===== config.mk =====
export PLATFORM = sky130hd
export DESIGN_NAME = rst_seq
export DESIGN_NICKNAME = d
export VERILOG_FILES = /design/src/rst_seq_pkg.sv /design/src/hold_timer.sv /design/src/rst_seq.sv
export SDC_FILE = /design/constraint.sdc
export NUM_CORES = 1
export LEC_CHECK = 0
export BUFFER_PORTS_ARGS = -buffer_cell sky130_fd_sc_hd__buf_4
export CORE_ASPECT_RATIO = 0.7
export CORE_MARGIN = 3
export CORE_UTILIZATION = 57
export CTS_BUF_LIST = sky130_fd_sc_hd__clkbuf_8
export DETAILED_ROUTE_END_ITERATION = 16
export MAX_ROUTING_LAYER = met4
export PLACE_DENSITY = 0.85
export SLEW_MARGIN = 10
export SYNTH_ARGS = -nofsm -noshare
export SYNTH_HDL_FRONTEND = slang
export SYNTH_HIERARCHICAL = 1
export SYNTH_SLANG_ARGS = --single-unit
export TNS_END_PERCENT = 10

===== constraint.sdc =====
create_clock -name ref_clk -period 6 [get_ports ref_clk]
set_input_delay 1.2 -clock ref_clk [delete_from_list [all_inputs] [get_ports ref_clk]]
set_output_delay 1.2 -clock ref_clk [all_outputs]
set_load 0.02 [all_outputs]

===== src/rst_seq_pkg.sv =====
// Constants for the reset, strap latch and SMBus readiness sequencer
package rst_seq_pkg;
    localparam int unsigned CLK_HZ = 100_000_000;
    // Times as printed
    localparam int unsigned RST_MIN_NS = 5_000;
    localparam int unsigned STRAP_HOLD_US = 1_000;
    localparam int unsigned SMBUS_RDY_US = 40_000;
    localparam int unsigned ATTACH_RDY_NS = 11_500_000;
    localparam int unsigned POR_US = 1_000;
    // Least times round up to whole cycles
    localparam int unsigned RST_MIN_CYC = (RST_MIN_NS * 100 + 999) / 1000;
    localparam int unsigned STRAP_HOLD_CYC = STRAP_HOLD_US * 100;
    localparam int unsigned SMBUS_RDY_CYC = SMBUS_RDY_US * 100;
    localparam int unsigned ATTACH_RDY_CYC = (ATTACH_RDY_NS + 9) / 10;
    localparam int unsigned POR_CYC = POR_US * 100;
    localparam int unsigned CNT_W = 24;
    localparam logic [15:0] ATTACH_CMD = 16'hAA56;
    localparam int unsigned STRAP_W = 8;
endpackage


===== src/hold_timer.sv =====
// Down counter that raises done after a loaded number of cycles
`timescale 1ns/10ps
module hold_timer #(
    parameter int unsigned W = 24
) (
    input wire logic ref_clk,
    input wire logic srst,
    input wire logic load,
    input wire logic [W-1:0] count,
    output logic done
);
    typedef struct packed {
        logic [W-1:0] cnt;
        logic done;
    } tmr_s;
    tmr_s tmr_reg;
    tmr_s tmr_next;

    always_comb begin
        tmr_next = tmr_reg;
        if (load) begin
            tmr_next.cnt = count;
            tmr_next.done = 1'b0;
        end else if (tmr_reg.cnt != '0) begin
            tmr_next.cnt = tmr_reg.cnt - 1'b1;
        end else begin
            tmr_next.done = 1'b1;
        end
    end

    always_ff @(posedge ref_clk) begin
        if (srst) begin
            tmr_reg <= '0;
        end else begin
            tmr_reg <= tmr_next;
        end
    end

    assign done = tmr_reg.done;
endmodule


===== src/rst_seq.sv =====
// Reset filter, strap latch and SMBus slave readiness sequencer
// Function
// - Without reset, straps are sampled at power-up, held 1 ms after supplies.
// - Straps are captured again whenever the reset input is held low for the minimum reset time.
// - Reset strap timing applies only after internal power-on reset completes.
// - Runtime SMBus access forces needed clocks on through suspend.
// - Upstream bus reset is never passed to downstream ports.
`timescale 1ns/10ps
module rst_seq #(
    parameter int unsigned STRAP_W = rst_seq_pkg::STRAP_W,
    parameter int unsigned RST_MIN_CYC = rst_seq_pkg::RST_MIN_CYC,
    parameter int unsigned STRAP_HOLD_CYC = rst_seq_pkg::STRAP_HOLD_CYC,
    parameter int unsigned SMBUS_RDY_CYC = rst_seq_pkg::SMBUS_RDY_CYC,
    parameter int unsigned ATTACH_RDY_CYC = rst_seq_pkg::ATTACH_RDY_CYC,
    parameter int unsigned POR_CYC = rst_seq_pkg::POR_CYC
) (
    input wire logic ref_clk,
    input wire logic srst,
    // Board reset and strap pins
    input wire logic reset_in_n,
    input wire logic [STRAP_W-1:0] strap_pins,
    // SMBus slave and hub core inputs
    input wire logic attach_cmd_ack,
    input wire logic [15:0] attach_cmd_code,
    input wire logic runtime_access_en,
    input wire logic suspend_req,
    input wire logic upstream_bus_reset,
    // Sequenced outputs, each one a register field
    output logic [STRAP_W-1:0] strap_value,
    output logic strap_valid,
    output logic core_reset,
    output logic smbus_ready,
    output logic smbus_addr_ack_en,
    output logic clk_force_on,
    output logic downstream_reset
);
    localparam int unsigned W = rst_seq_pkg::CNT_W;

    ////////////////////////////////////////////////////////////////////////
    // Sequencer state
    typedef enum logic [3:0] {
        ST_POR = 4'h1,
        ST_RESET = 4'h2,
        ST_STRAP = 4'h4,
        ST_RUN = 4'h8
    } state_e;

    typedef struct packed {
        state_e st;
        logic por_kick;
        logic por_done;
        logic [W-1:0] low_cnt;
        logic [STRAP_W-1:0] strap;
        logic strap_valid;
        logic core_reset;
        logic smbus_ready;
        logic clk_force;
        logic ds_reset;
    } seq_s;

    seq_s seq_reg;
    seq_s seq_next;
    logic tmr_load;
    logic [W-1:0] tmr_count;
    logic tmr_done;
    logic attach_hit;

    ////////////////////////////////////////////////////////////////////////
    // One timer serves the POR, strap hold and readiness phases; phases never overlap,
    // so one counter sized for the longest phase is enough
    hold_timer #(
        .W(W)
    ) u_timer (
        .ref_clk(ref_clk),
        .srst(srst),
        .load(tmr_load),
        .count(tmr_count),
        .done(tmr_done)
    );

    // Only the attach code restarts readiness; every other command is ignored
    assign attach_hit = attach_cmd_ack &&
        (attach_cmd_code == rst_seq_pkg::ATTACH_CMD);

    ////////////////////////////////////////////////////////////////////////
    always_comb begin
        seq_next = seq_reg;
        tmr_load = 1'b0;
        tmr_count = '0;
        seq_next.por_kick = 1'b0;

        // Count consecutive low cycles of the board reset input;
        // saturating at the minimum keeps long holds from wrapping
        if (!reset_in_n) begin
            if (seq_reg.low_cnt != W'(RST_MIN_CYC)) begin
                seq_next.low_cnt = seq_reg.low_cnt + 1'b1;
            end
        end else begin
            seq_next.low_cnt = '0;
        end

        // Latched straps keep following the pins until the hold window closes
        if (!seq_reg.strap_valid && seq_reg.st != ST_RESET) begin
            seq_next.strap = strap_pins;
        end

        case (seq_reg.st)
            // Internal power-on reset; board reset lows are only counted here
            ST_POR: begin
                seq_next.core_reset = 1'b1;
                // The timer is idle out of reset, so the first cycle arms it
                if (seq_reg.por_kick) begin
                    tmr_load = 1'b1;
                    tmr_count = W'(POR_CYC);
                end else if (tmr_done) begin
                    seq_next.por_done = 1'b1;
                    seq_next.strap_valid = 1'b1;
                    seq_next.core_reset = 1'b0;
                    seq_next.st = ST_RUN;
                    tmr_load = 1'b1;
                    tmr_count = W'(SMBUS_RDY_CYC);
                end
            end
            // Board reset held; straps follow the pins, past release until the hold window closes
            ST_RESET: begin
                // Straps are sampled while held low; glitches shorter than the minimum are ignored
                seq_next.strap = strap_pins;
                if (reset_in_n) begin
                    seq_next.core_reset = 1'b0;
                    seq_next.st = ST_STRAP;
                    tmr_load = 1'b1;
                    tmr_count = W'(STRAP_HOLD_CYC);
                end
            end
            // Strap hold window after release
            ST_STRAP: begin
                if (tmr_done) begin
                    seq_next.strap_valid = 1'b1;
                    seq_next.st = ST_RUN;
                    tmr_load = 1'b1;
                    // Strap window is part of the 40 ms readiness delay
                    tmr_count = W'(SMBUS_RDY_CYC - STRAP_HOLD_CYC);
                end
            end
            // Running; attach while not ready is refused, the master is still idle
            ST_RUN: begin
                if (tmr_done && !seq_reg.smbus_ready) begin
                    seq_next.smbus_ready = 1'b1;
                end
                if (attach_hit && seq_reg.smbus_ready) begin
                    seq_next.smbus_ready = 1'b0;
                    tmr_load = 1'b1;
                    tmr_count = W'(ATTACH_RDY_CYC);
                end
            end
            default: begin
                seq_next.st = ST_POR;
            end
        endcase

        // A qualified reset pulse after power-on reset restarts the sequence;
        // a pulse of exactly the minimum length already qualifies
        if (seq_reg.por_done && seq_next.low_cnt == W'(RST_MIN_CYC) && !reset_in_n) begin
            seq_next.st = ST_RESET;
            seq_next.core_reset = 1'b1;
            seq_next.strap_valid = 1'b0;
            seq_next.smbus_ready = 1'b0;
        end
        // Early reset activity before power-on reset finishes is absorbed by the POR path

        // Keep clocks alive in suspend whenever runtime access is requested
        if (runtime_access_en) begin
            seq_next.clk_force = 1'b1;
        end else if (suspend_req && seq_next.smbus_ready) begin
            seq_next.clk_force = 1'b1;
        end else begin
            seq_next.clk_force = 1'b0;
        end

        // Upstream bus reset never reaches downstream ports
        seq_next.ds_reset = seq_next.core_reset;
    end

    ////////////////////////////////////////////////////////////////////////
    always_ff @(posedge ref_clk) begin
        if (srst) begin
            seq_reg <= '{
                st: ST_POR,
                por_kick: 1'b1,
                por_done: 1'b0,
                low_cnt: '0,
                strap: '0,
                strap_valid: 1'b0,
                core_reset: 1'b1,
                smbus_ready: 1'b0,
                clk_force: 1'b0,
                ds_reset: 1'b1
            };
        end else begin
            seq_reg <= seq_next;
        end
    end

    ////////////////////////////////////////////////////////////////////////
    // Outputs come straight from the state register, no logic after the flops
    assign strap_value = seq_reg.strap;
    assign strap_valid = seq_reg.strap_valid;
    assign core_reset = seq_reg.core_reset;
    assign smbus_ready = seq_reg.smbus_ready;
    // The slave stays deaf to its address for as long as readiness is low
    assign smbus_addr_ack_en = seq_reg.smbus_ready;
    assign clk_force_on = seq_reg.clk_force;
    assign downstream_reset = seq_reg.ds_reset;
endmodule


* Yosys cells after proc, flatten, opt, wreduce, memory -nomap -nowiden
Cells that the tools add are included.
Storage, ports and cells: memories kept 0, ROM bits 0, input bits 31, bits in latches 0, RAM bits 0, bits in registers 67
Operators by class: bitwise logic cells 2, add/sub/neg operators 2, order comparisons 0, reductions and logical operators 20, eq/ne operators 15, muxes and demuxes 39, $mul 0, shift-type cells 0, div/mod/pow operators 0
Operators with widths (count):
- 24-bit 2-to-1 mux | 4
- 24-bit one-hot mux with 4 select lines | 1
- 22-bit 2-to-1 mux | 2
- 39-bit 2-to-1 mux | 1
- 25-bit 2-to-1 mux | 1
- 24-bit by 1-bit adder with 24-bit output, second input constant | 1
- 24-bit by 9-bit equality test with 1-bit output, second input constant | 1
- 24-bit by 9-bit inequality test with 1-bit output, second input constant | 1
- 24-bit nonzero test | 1
- 24-bit by 1-bit subtractor with 24-bit output, second input constant | 1
- 21-bit 2-to-1 mux | 1
- 17-bit 2-to-1 mux | 1
- 16-bit equality test, second input constant | 1
- 8-bit 2-to-1 mux | 2
- 4-bit one-hot mux with 4 select lines | 1
- 1-bit 2-to-1 mux | 15
- 4-bit 2-to-1 mux | 3
- 3-bit AND reduction | 3
- 1-bit logical AND | 7
- 2-bit 2-to-1 mux | 3
- 2-bit inequality test, second input constant | 3
- 3-bit inequality test, second input constant | 2
- 2-bit nonzero test | 3
- 4-bit by 1-bit equality test with 1-bit output, second input constant | 1
- other kinds (12) | 18

* Longest topological paths before layout
Gate-level depths: netlist (run 1).
depth after elaboration 11, mapped depth 13

* Hierarchy
Netlist (run 1), hierarchy kept.
By module, submodules not included:
- rst_seq | cells each 310, times used 1, area each 2458.6 um^2, sequential area each 840.8 um^2
- hold_timer | cells each 160, times used 1, area each 1385.1 um^2, sequential area each 500.5 um^2

* Worst setup path before layout (run 1)
Ideal clock, no wire load.
kind input-to-reg, start in attach_cmd_code[10], end reg u_timer/tmr_reg[22] (netlist name), cell stages on the path 11, data arrival time 3.163 ns, buffers on the path 3, setup slack 2.770 ns, cell sequence nor4bb_1 nand4_1 or4_1 clkbuf_1 and2_1 nand2_1 nor2b_1 clkbuf_1 clkbuf_1 nand2_1 o21ai_2
On the way: word-level cells in the longest chain between the ends 6
RTL lines:
- from (decl) | line rst_seq.sv:24 | input wire logic [15:0] attach_cmd_code,
- 16-bit equality test * | line rst_seq.sv:83 | (attach_cmd_code == rst_seq_pkg::ATTACH_CMD);
- 1-bit logical AND * | line rst_seq.sv:82 | assign attach_hit = attach_cmd_ack &&
- 1-bit logical AND * | line rst_seq.sv:150 | if (attach_hit && seq_reg.smbus_ready) begin
- 1-bit 2-to-1 mux * | line rst_seq.sv:150
- 1-bit one-hot mux with 4 select lines * | line rst_seq.sv:107 | case (seq_reg.st)
- net tmr_load | line rst_seq.sv:63 | logic tmr_load;
- 25-bit 2-to-1 mux or 2-bit nonzero test (tied branches)
- to (signal assigned) | line hold_timer.sv:35 | tmr_reg <= tmr_next;
- to (decl) | line hold_timer.sv:16 | tmr_s tmr_reg;
The timed path passes the listed nets; every way through them passes the cells marked *. A chain may end at the register's enable or synchronous reset.

* Final worst setup path (run 1)
start in attach_cmd_code[10], end reg u_timer/tmr_reg[6] (netlist name)
The elaborated chain is that of the path after synthesis.

==> results of run 1 <==
[layout make-up]
type	instances	area, um^2
sequential	67	1340
multi-input combinational	357	2250
clock buffer	9	124
clock inverter	6	57.6
fill	545	2090
timing repair buffer	44	330
tap	91	114
inverter	17	63.8
[worst max-delay path: cells and delay by family]
| kind | cells | cell delay [ns] |
|---|---|---|
| AND/OR/NAND/NOR | 7 | 2.74 |
| buffers and inverters | 1 | 0.11 |
| AO/OA/AOI/OAI | 1 | 0.10 |
[per-layer routing]
layer / wire length [um] / global-route usage, % / part of all wire, % / vias to the layer above
met3: 914 / 6.94 / 10 / 27
met5: 0 / - / 0 / -
met4: 140 / 7.23 / 1.6 / 0
met2: 3890 / 37.2 / 43 / 183
met1: 4070 / 32.6 / 45 / 1620
li1: - / - / - / 1684
[per-stage QoR]
step | std cells | util (%) | total power (W) | setup WS (ns) | hold WS, ns
finish | 591 | 67.2 | 0.00103 | 2.14 | 0.500
global route | 591 | 67.2 | 0.00108 | 1.90 | 0.531
CTS | 591 | 67.2 | 0.00103 | 2.19 | 0.504
detailed placement | 576 | 64.4 | 0.000674 | 1.86 | 0.482
global placement | 576 | 64.4 | 0.000665 | 1.89 | 0.466
floorplan | 478 | - | 0.000631 | 2.77 | 0.433
[cell usage after synthesis, types with 3 or more instances]
library cell	count
nor2_1	56
o31ai_1	3
nand3_1	15
and3_1	3
mux2i_1	13
dfxtp_1	67
nor3_1	14
buf_6	3
a211oi_1	5
o21ai_0	11
buf_4	10
nand4_1	11
or3_1	4
or2_2	5
o21ai_2	8
a31oi_1	4
and4b_1	4
clkbuf_1	17
nand2_1	49
and4_1	3
or4_1	6
and2_1	4
ha_1	4
nand3b_1	7
buf_1	3
buf_2	3
nor2b_1	4
xnor2_1	25
inv_1	17
nand2b_1	5
nor4_1	14
xor2_1	18
a21oi_1	13
[worst paths after layout]
path / from / to / slack [ns] / cells after the start
worst max-delay path: attach_cmd_code[10] / u_timer/tmr_reg[6] / 2.14 / 9
worst min-delay path: strap_value[4] / strap_value[4] / 0.50 / 2
worst max register to register: seq_reg[39] / u_timer/tmr_reg[6] / 2.51 / 9
worst min register to register: strap_value[4] / strap_value[4] / 0.50 / 2
[logic make-up after synthesis]
logic type      Yosys count
buf+inv                  54
other cells               1
simple gates            221
flops                    67
compound gates           67
fa+ha+maj                 4
mux                      13
xor+xnor                 43
[power by group through the flow]
stage | clock [W] | sequential [W] | combinational, W
finish | 0.000360 | 0.000492 | 0.000177
floorplan | 0 | 0.000495 | 0.000136
CTS | 0.000365 | 0.000491 | 0.000175
global placement | 0 | 0.000499 | 0.000166
detailed placement | 0 | 0.000500 | 0.000173
global route | 0.000385 | 0.000494 | 0.000196
==> run summary, run 1 <==
global-route wire length before repair: 15100 um
Post-synth ARST share: 0%
part of the power in registers: 47.8%
CTS root buf: clkbuf_8
Clock Power Share: 35.0%
crit path cell chain: buf_4 > nor4bb_1 > nand4_1 > or4_1 > and2_1 > nand2_1 > nor2b_1 > nand2_1 > o21ai_2
Iteration-0 DRC Markers: 419
top cell type's share of synthesized area: 34.9%
post-synthesis mux area share: 3.39%
post-route setup TNS: 0 ns
row count: 24
Power Dens Cells: 240 nW/um^2
Sink Count: 67
ANT cells: 0
Vias/cell: 5.95
status: finished, final reports clean
Main synth FF type: dfxtp_1
Post-synth EDFFs: 0
post-synthesis cell type count: 66
Die Y-Extent: 74.7 um
Initial Utilization: 60.4%
Layout Skew: 0.00946 ns
DP Wirelength: 6440 um
Critical Path Start Type: input port
max_cap viols: 0
Leak: 1.71 nW
RSZ-0062 raised after global routing: false
Placed Area: 4100 um^2
crit-path max FO: 16
commonest non-fill, non-tap cell in the layout: dfxtp_1
sw power: 0.000297 W
worst vdd ir: 0.203 mV
post-synthesis register bit count: 67
Setup Buffers After CTS: 0
main combinational cell family by area after synthesis: simple AND/OR/NAND/NOR gates
most frequent cells in the layout: 67 x dfxtp_1, 56 x nor2_1, 49 x nand2_1, 44 x buf_4, 25 x xnor2_1
Int Pwr: 0.000732 W
yosys warns: 6
Final Max Slew Viols: 0
initial antenna violation count: 0
cts bufs inserted: 9
Critical Path AT: 4.15 ns
fraction of layout cells with a size suffix above 1: 16.2%
final non-filler cell area: 4280 um^2
largest net degree at the start of global routing: 31
Critical Path Most Common Cell: nand2_1
CTS tree: built
GPL Wtd Cong: 0.918
IO Pins: 45
relative slew slack: 24.4%
number of global-route vias before repair: 3185
routed len/inst: 15.2 um
endpoints failing hold: 0
post-layout min period: 3.86 ns
final net count: 531
IO buf count: 43
f_max: 0.259 GHz
Largest register FFs: 30
vias after detailed routing: 3514
Hold-fix buffers, CTS: 0
cell type with the largest total area after synthesis: dfxtp_1
Setup violations, final: 0
sw frac: 28.9%
gr usage total: 24.6%
antenna-violating nets left: 0
Gates resized, CTS repair: 0
Die Width: 104 um
syn avg cell area: 8.18 um^2
Worst Setup End Kind: flip-flop
Slowest cell on crit path: nor2b_1
Slew @ Worst Pin: 1.13 ns
die area: 7780 um^2
CP required: 6.28 ns
Post-Route WL: 9010 um
Synth Area in Compound Gates: 12.1%
post-detailed-route DRC marker count: 0
Worst Setup Path Type: in2reg
Synth Area in Simple Gates: 31.0%
top cells by area, synth: dfxtp_1 35%, xnor2_1 5.7%, nor2_1 5.5%
H-tree depth: 3
Clock transition at path regs: 0.07 ns
sequential area share after synthesis: 34.9%
Clock Latency Late Sink: 0.35 ns
gr ovfl total: 0
slowest stage delay, CP: 0.96 ns
Synth Area in Adders: 1.30%
Hold Crit Class: reg2reg
power share of the combinational group: 17.2%
CTS Buffer Depth: 2
1st-pass router iterations: 5
Synth Instances: 470
Syn-to-layout area delta: 11.4%
Core ar.: 6370 um^2
period utilisation layout: 64.4%
Syn Std Cell Area: 3840 um^2
Post-Synth XOR/XNOR Area: 9.80%
No activity file was read; power rests on OpenSTA's default activity.
==> run 2, diff against run 1 <==
Settings changed: ABC_AREA from default to 1, CORE_UTILIZATION 57 to 55.
Clock period 6 ns to 3.2 ns, I/O delays scaled along.
==> run 2 against run 1 <==
Against the previous run: clock power is 110% higher; sequential power up 87%; synthesized cell count rose by 48%; sequential cell count is the same; combinational power grew to 3.0 times the previous value; area after synthesis is 11% higher; power grew 110%; setup slack lost 1.4 ns; via count rose by 30%; sequential share of layout area shrank 3.6 points; cell count is 41% higher; highest routed layer unchanged.
==> run summary, run 2 <==
period utilisation layout: 75.5%
Syn-to-layout area delta: 12.8%
Largest register FFs: 30
Gates resized, CTS repair: 0
relative slew slack: 59.9%
Slew @ Worst Pin: 0.596 ns
Die Width: 112 um
Critical Path AT: 2.64 ns
global-route wire length before repair: 19300 um
Cell Count Post-Placement: 820
GPL Wtd Cong: 0.943
IO buf count: 43
Setup violations, final: 0
post-detailed-route DRC marker count: 0
Syn Std Cell Area: 4290 um^2
most common cell in the netlist: nand2_1
Leak: 2.26 nW
post-route setup TNS: 0 ns
Worst Setup End Kind: flip-flop
CTS Buffer Depth: 2
fraction of layout cells with a size suffix above 1: 15.2%
met3 wire len: 1390 um
Post-synth top cells: 186 x nand2_1, 138 x nor2_1, 77 x inv_1
post-synthesis register bit count: 67
gr ovfl total: 0
Die Y-Extent: 79.9 um
worst vdd ir: 0.243 mV
Iteration-0 DRC Markers: 483
top cells by area, synth: dfxtp_1 31%, nand2_1 16%, nor2_1 12%
Main synth FF type: dfxtp_1
Final Max Slew Viols: 0
RSZ-0062 raised after global routing: false
antenna-violating nets left: 0
CP required: 3.42 ns
Core ar.: 7420 um^2
max_cap viols: 0
H-tree depth: 3
gr usage total: 27.3%
Layout Skew: 0.00640 ns
number of global-route vias before repair: 4149
total power: 0.00221 W
post-synthesis cell type count: 38
Post-synth ARST share: 0%
Synth Instances: 694
most frequent cells in the layout: 186 x nand2_1, 138 x nor2_1, 77 x inv_1, 67 x dfxtp_1, 56 x nand3_1
Initial Utilization: 57.8%
largest net degree at the start of global routing: 42
CTS root buf: clkbuf_8
uppermost routed layer: met4
routed wl met2: 5020 um
top cell type's share of synthesized area: 31.3%
cts bufs inserted: 9
die area: 8900 um^2
1st-pass router iterations: 5
cell type with the largest total area after synthesis: dfxtp_1
Finished Layout Cells: 836
Critical Path Start Type: flip-flop
Setup Buffers After CTS: 0
DRT met1 WL: 5110 um
Min Hold Slack: 0.485 ns
sequential area share after synthesis: 31.3%
commonest non-fill, non-tap cell in the layout: nand2_1
Vias/cell: 5.48
final net count: 768
Clock Latency Late Sink: 0.35 ns
final non-filler cell area: 4830 um^2
status: finished, final reports clean
crit-path max FO: 12
DP Wirelength: 8570 um
Clock transition at path regs: 0.08 ns
Post-Route WL: 11700 um
yosys warns: 6
routed len/inst: 14.0 um
f_max: 0.414 GHz
Hold-fix buffers, CTS: 0
syn avg cell area: 6.17 um^2
Power Dens Cells: 457 nW/um^2
Hold Crit Class: reg2reg
vias after detailed routing: 4581
Placed Area: 4630 um^2
ANT cells: 0
Post-synth EDFFs: 0
Worst Setup Path Type: reg2reg
endpoints failing hold: 0
CTS tree: built
initial antenna violation count: 0
Sink Count: 67
IO Pins: 45
post-layout min period: 2.42 ns
row count: 26
-- run 2: kinds of logic after synthesis --
group,share of synthesized area [%]
flops,31.3
mux,0.234
compound gates,6.89
buf+inv,10.8
xor+xnor,2.22
simple gates,47.3
other cells,0.0875
fa+ha+maj,1.17
-- run 2: layout make-up --
type / instances / area (um^2)
timing repair buffer: 46 / 345
clock inverter: 7 / 83.8
fill: 630 / 2580
tap: 98 / 123
inverter: 81 / 307
clock buffer: 9 / 124
multi-input combinational: 528 / 2510
sequential: 67 / 1340
-- run 2: path summary, 6_finish.rpt --
path	from	to	slack, ns	cells after the start
worst max-delay path	seq_reg[40]	u_timer/tmr_reg[6]	0.78	11
worst min-delay path	seq_reg[37]	seq_reg[37]	0.49	1
worst min register to register	seq_reg[37]	seq_reg[37]	0.49	1
worst max register to register	seq_reg[40]	u_timer/tmr_reg[6]	0.78	11
-- run 2: report_power, final --
group	leakage [nW]	total (W)	internal, W	switching, W
combinational	1.61	0.000524	0.000180	0.000344
clock	0.103	0.000761	0.000375	0.000386
sequential	0.547	0.000922	0.000875	0.0000470
-- run 2: critical path, stage by stage, from the launching register on --
cell and delay, ns:
dfxtp_1 0.35, inv_1 0.06, nor4_1 0.51, nand2_1 0.26
nand2_1 0.14, nor2_1 0.08, nand3_1 0.14, inv_1 0.25
nand2_4 0.19, inv_2 0.13, nand2_1 0.09, a21oi_1 0.07
-- run 2: per-stage QoR --
stage               utilization, %  setup WS, ns
floorplan                        -          1.08
global placement              62.4         0.729
CTS                           65.2         0.813
detailed placement            62.4         0.642
finish                        65.2         0.783
global route                  65.2         0.545
-- run 2: layer usage --
metal | global-route usage (%) | up-vias
met5 | - | -
met4 | 8.51 | 0
met3 | 6.44 | 20
met2 | 41.7 | 251
met1 | 36.2 | 2074
li1 | - | 2236
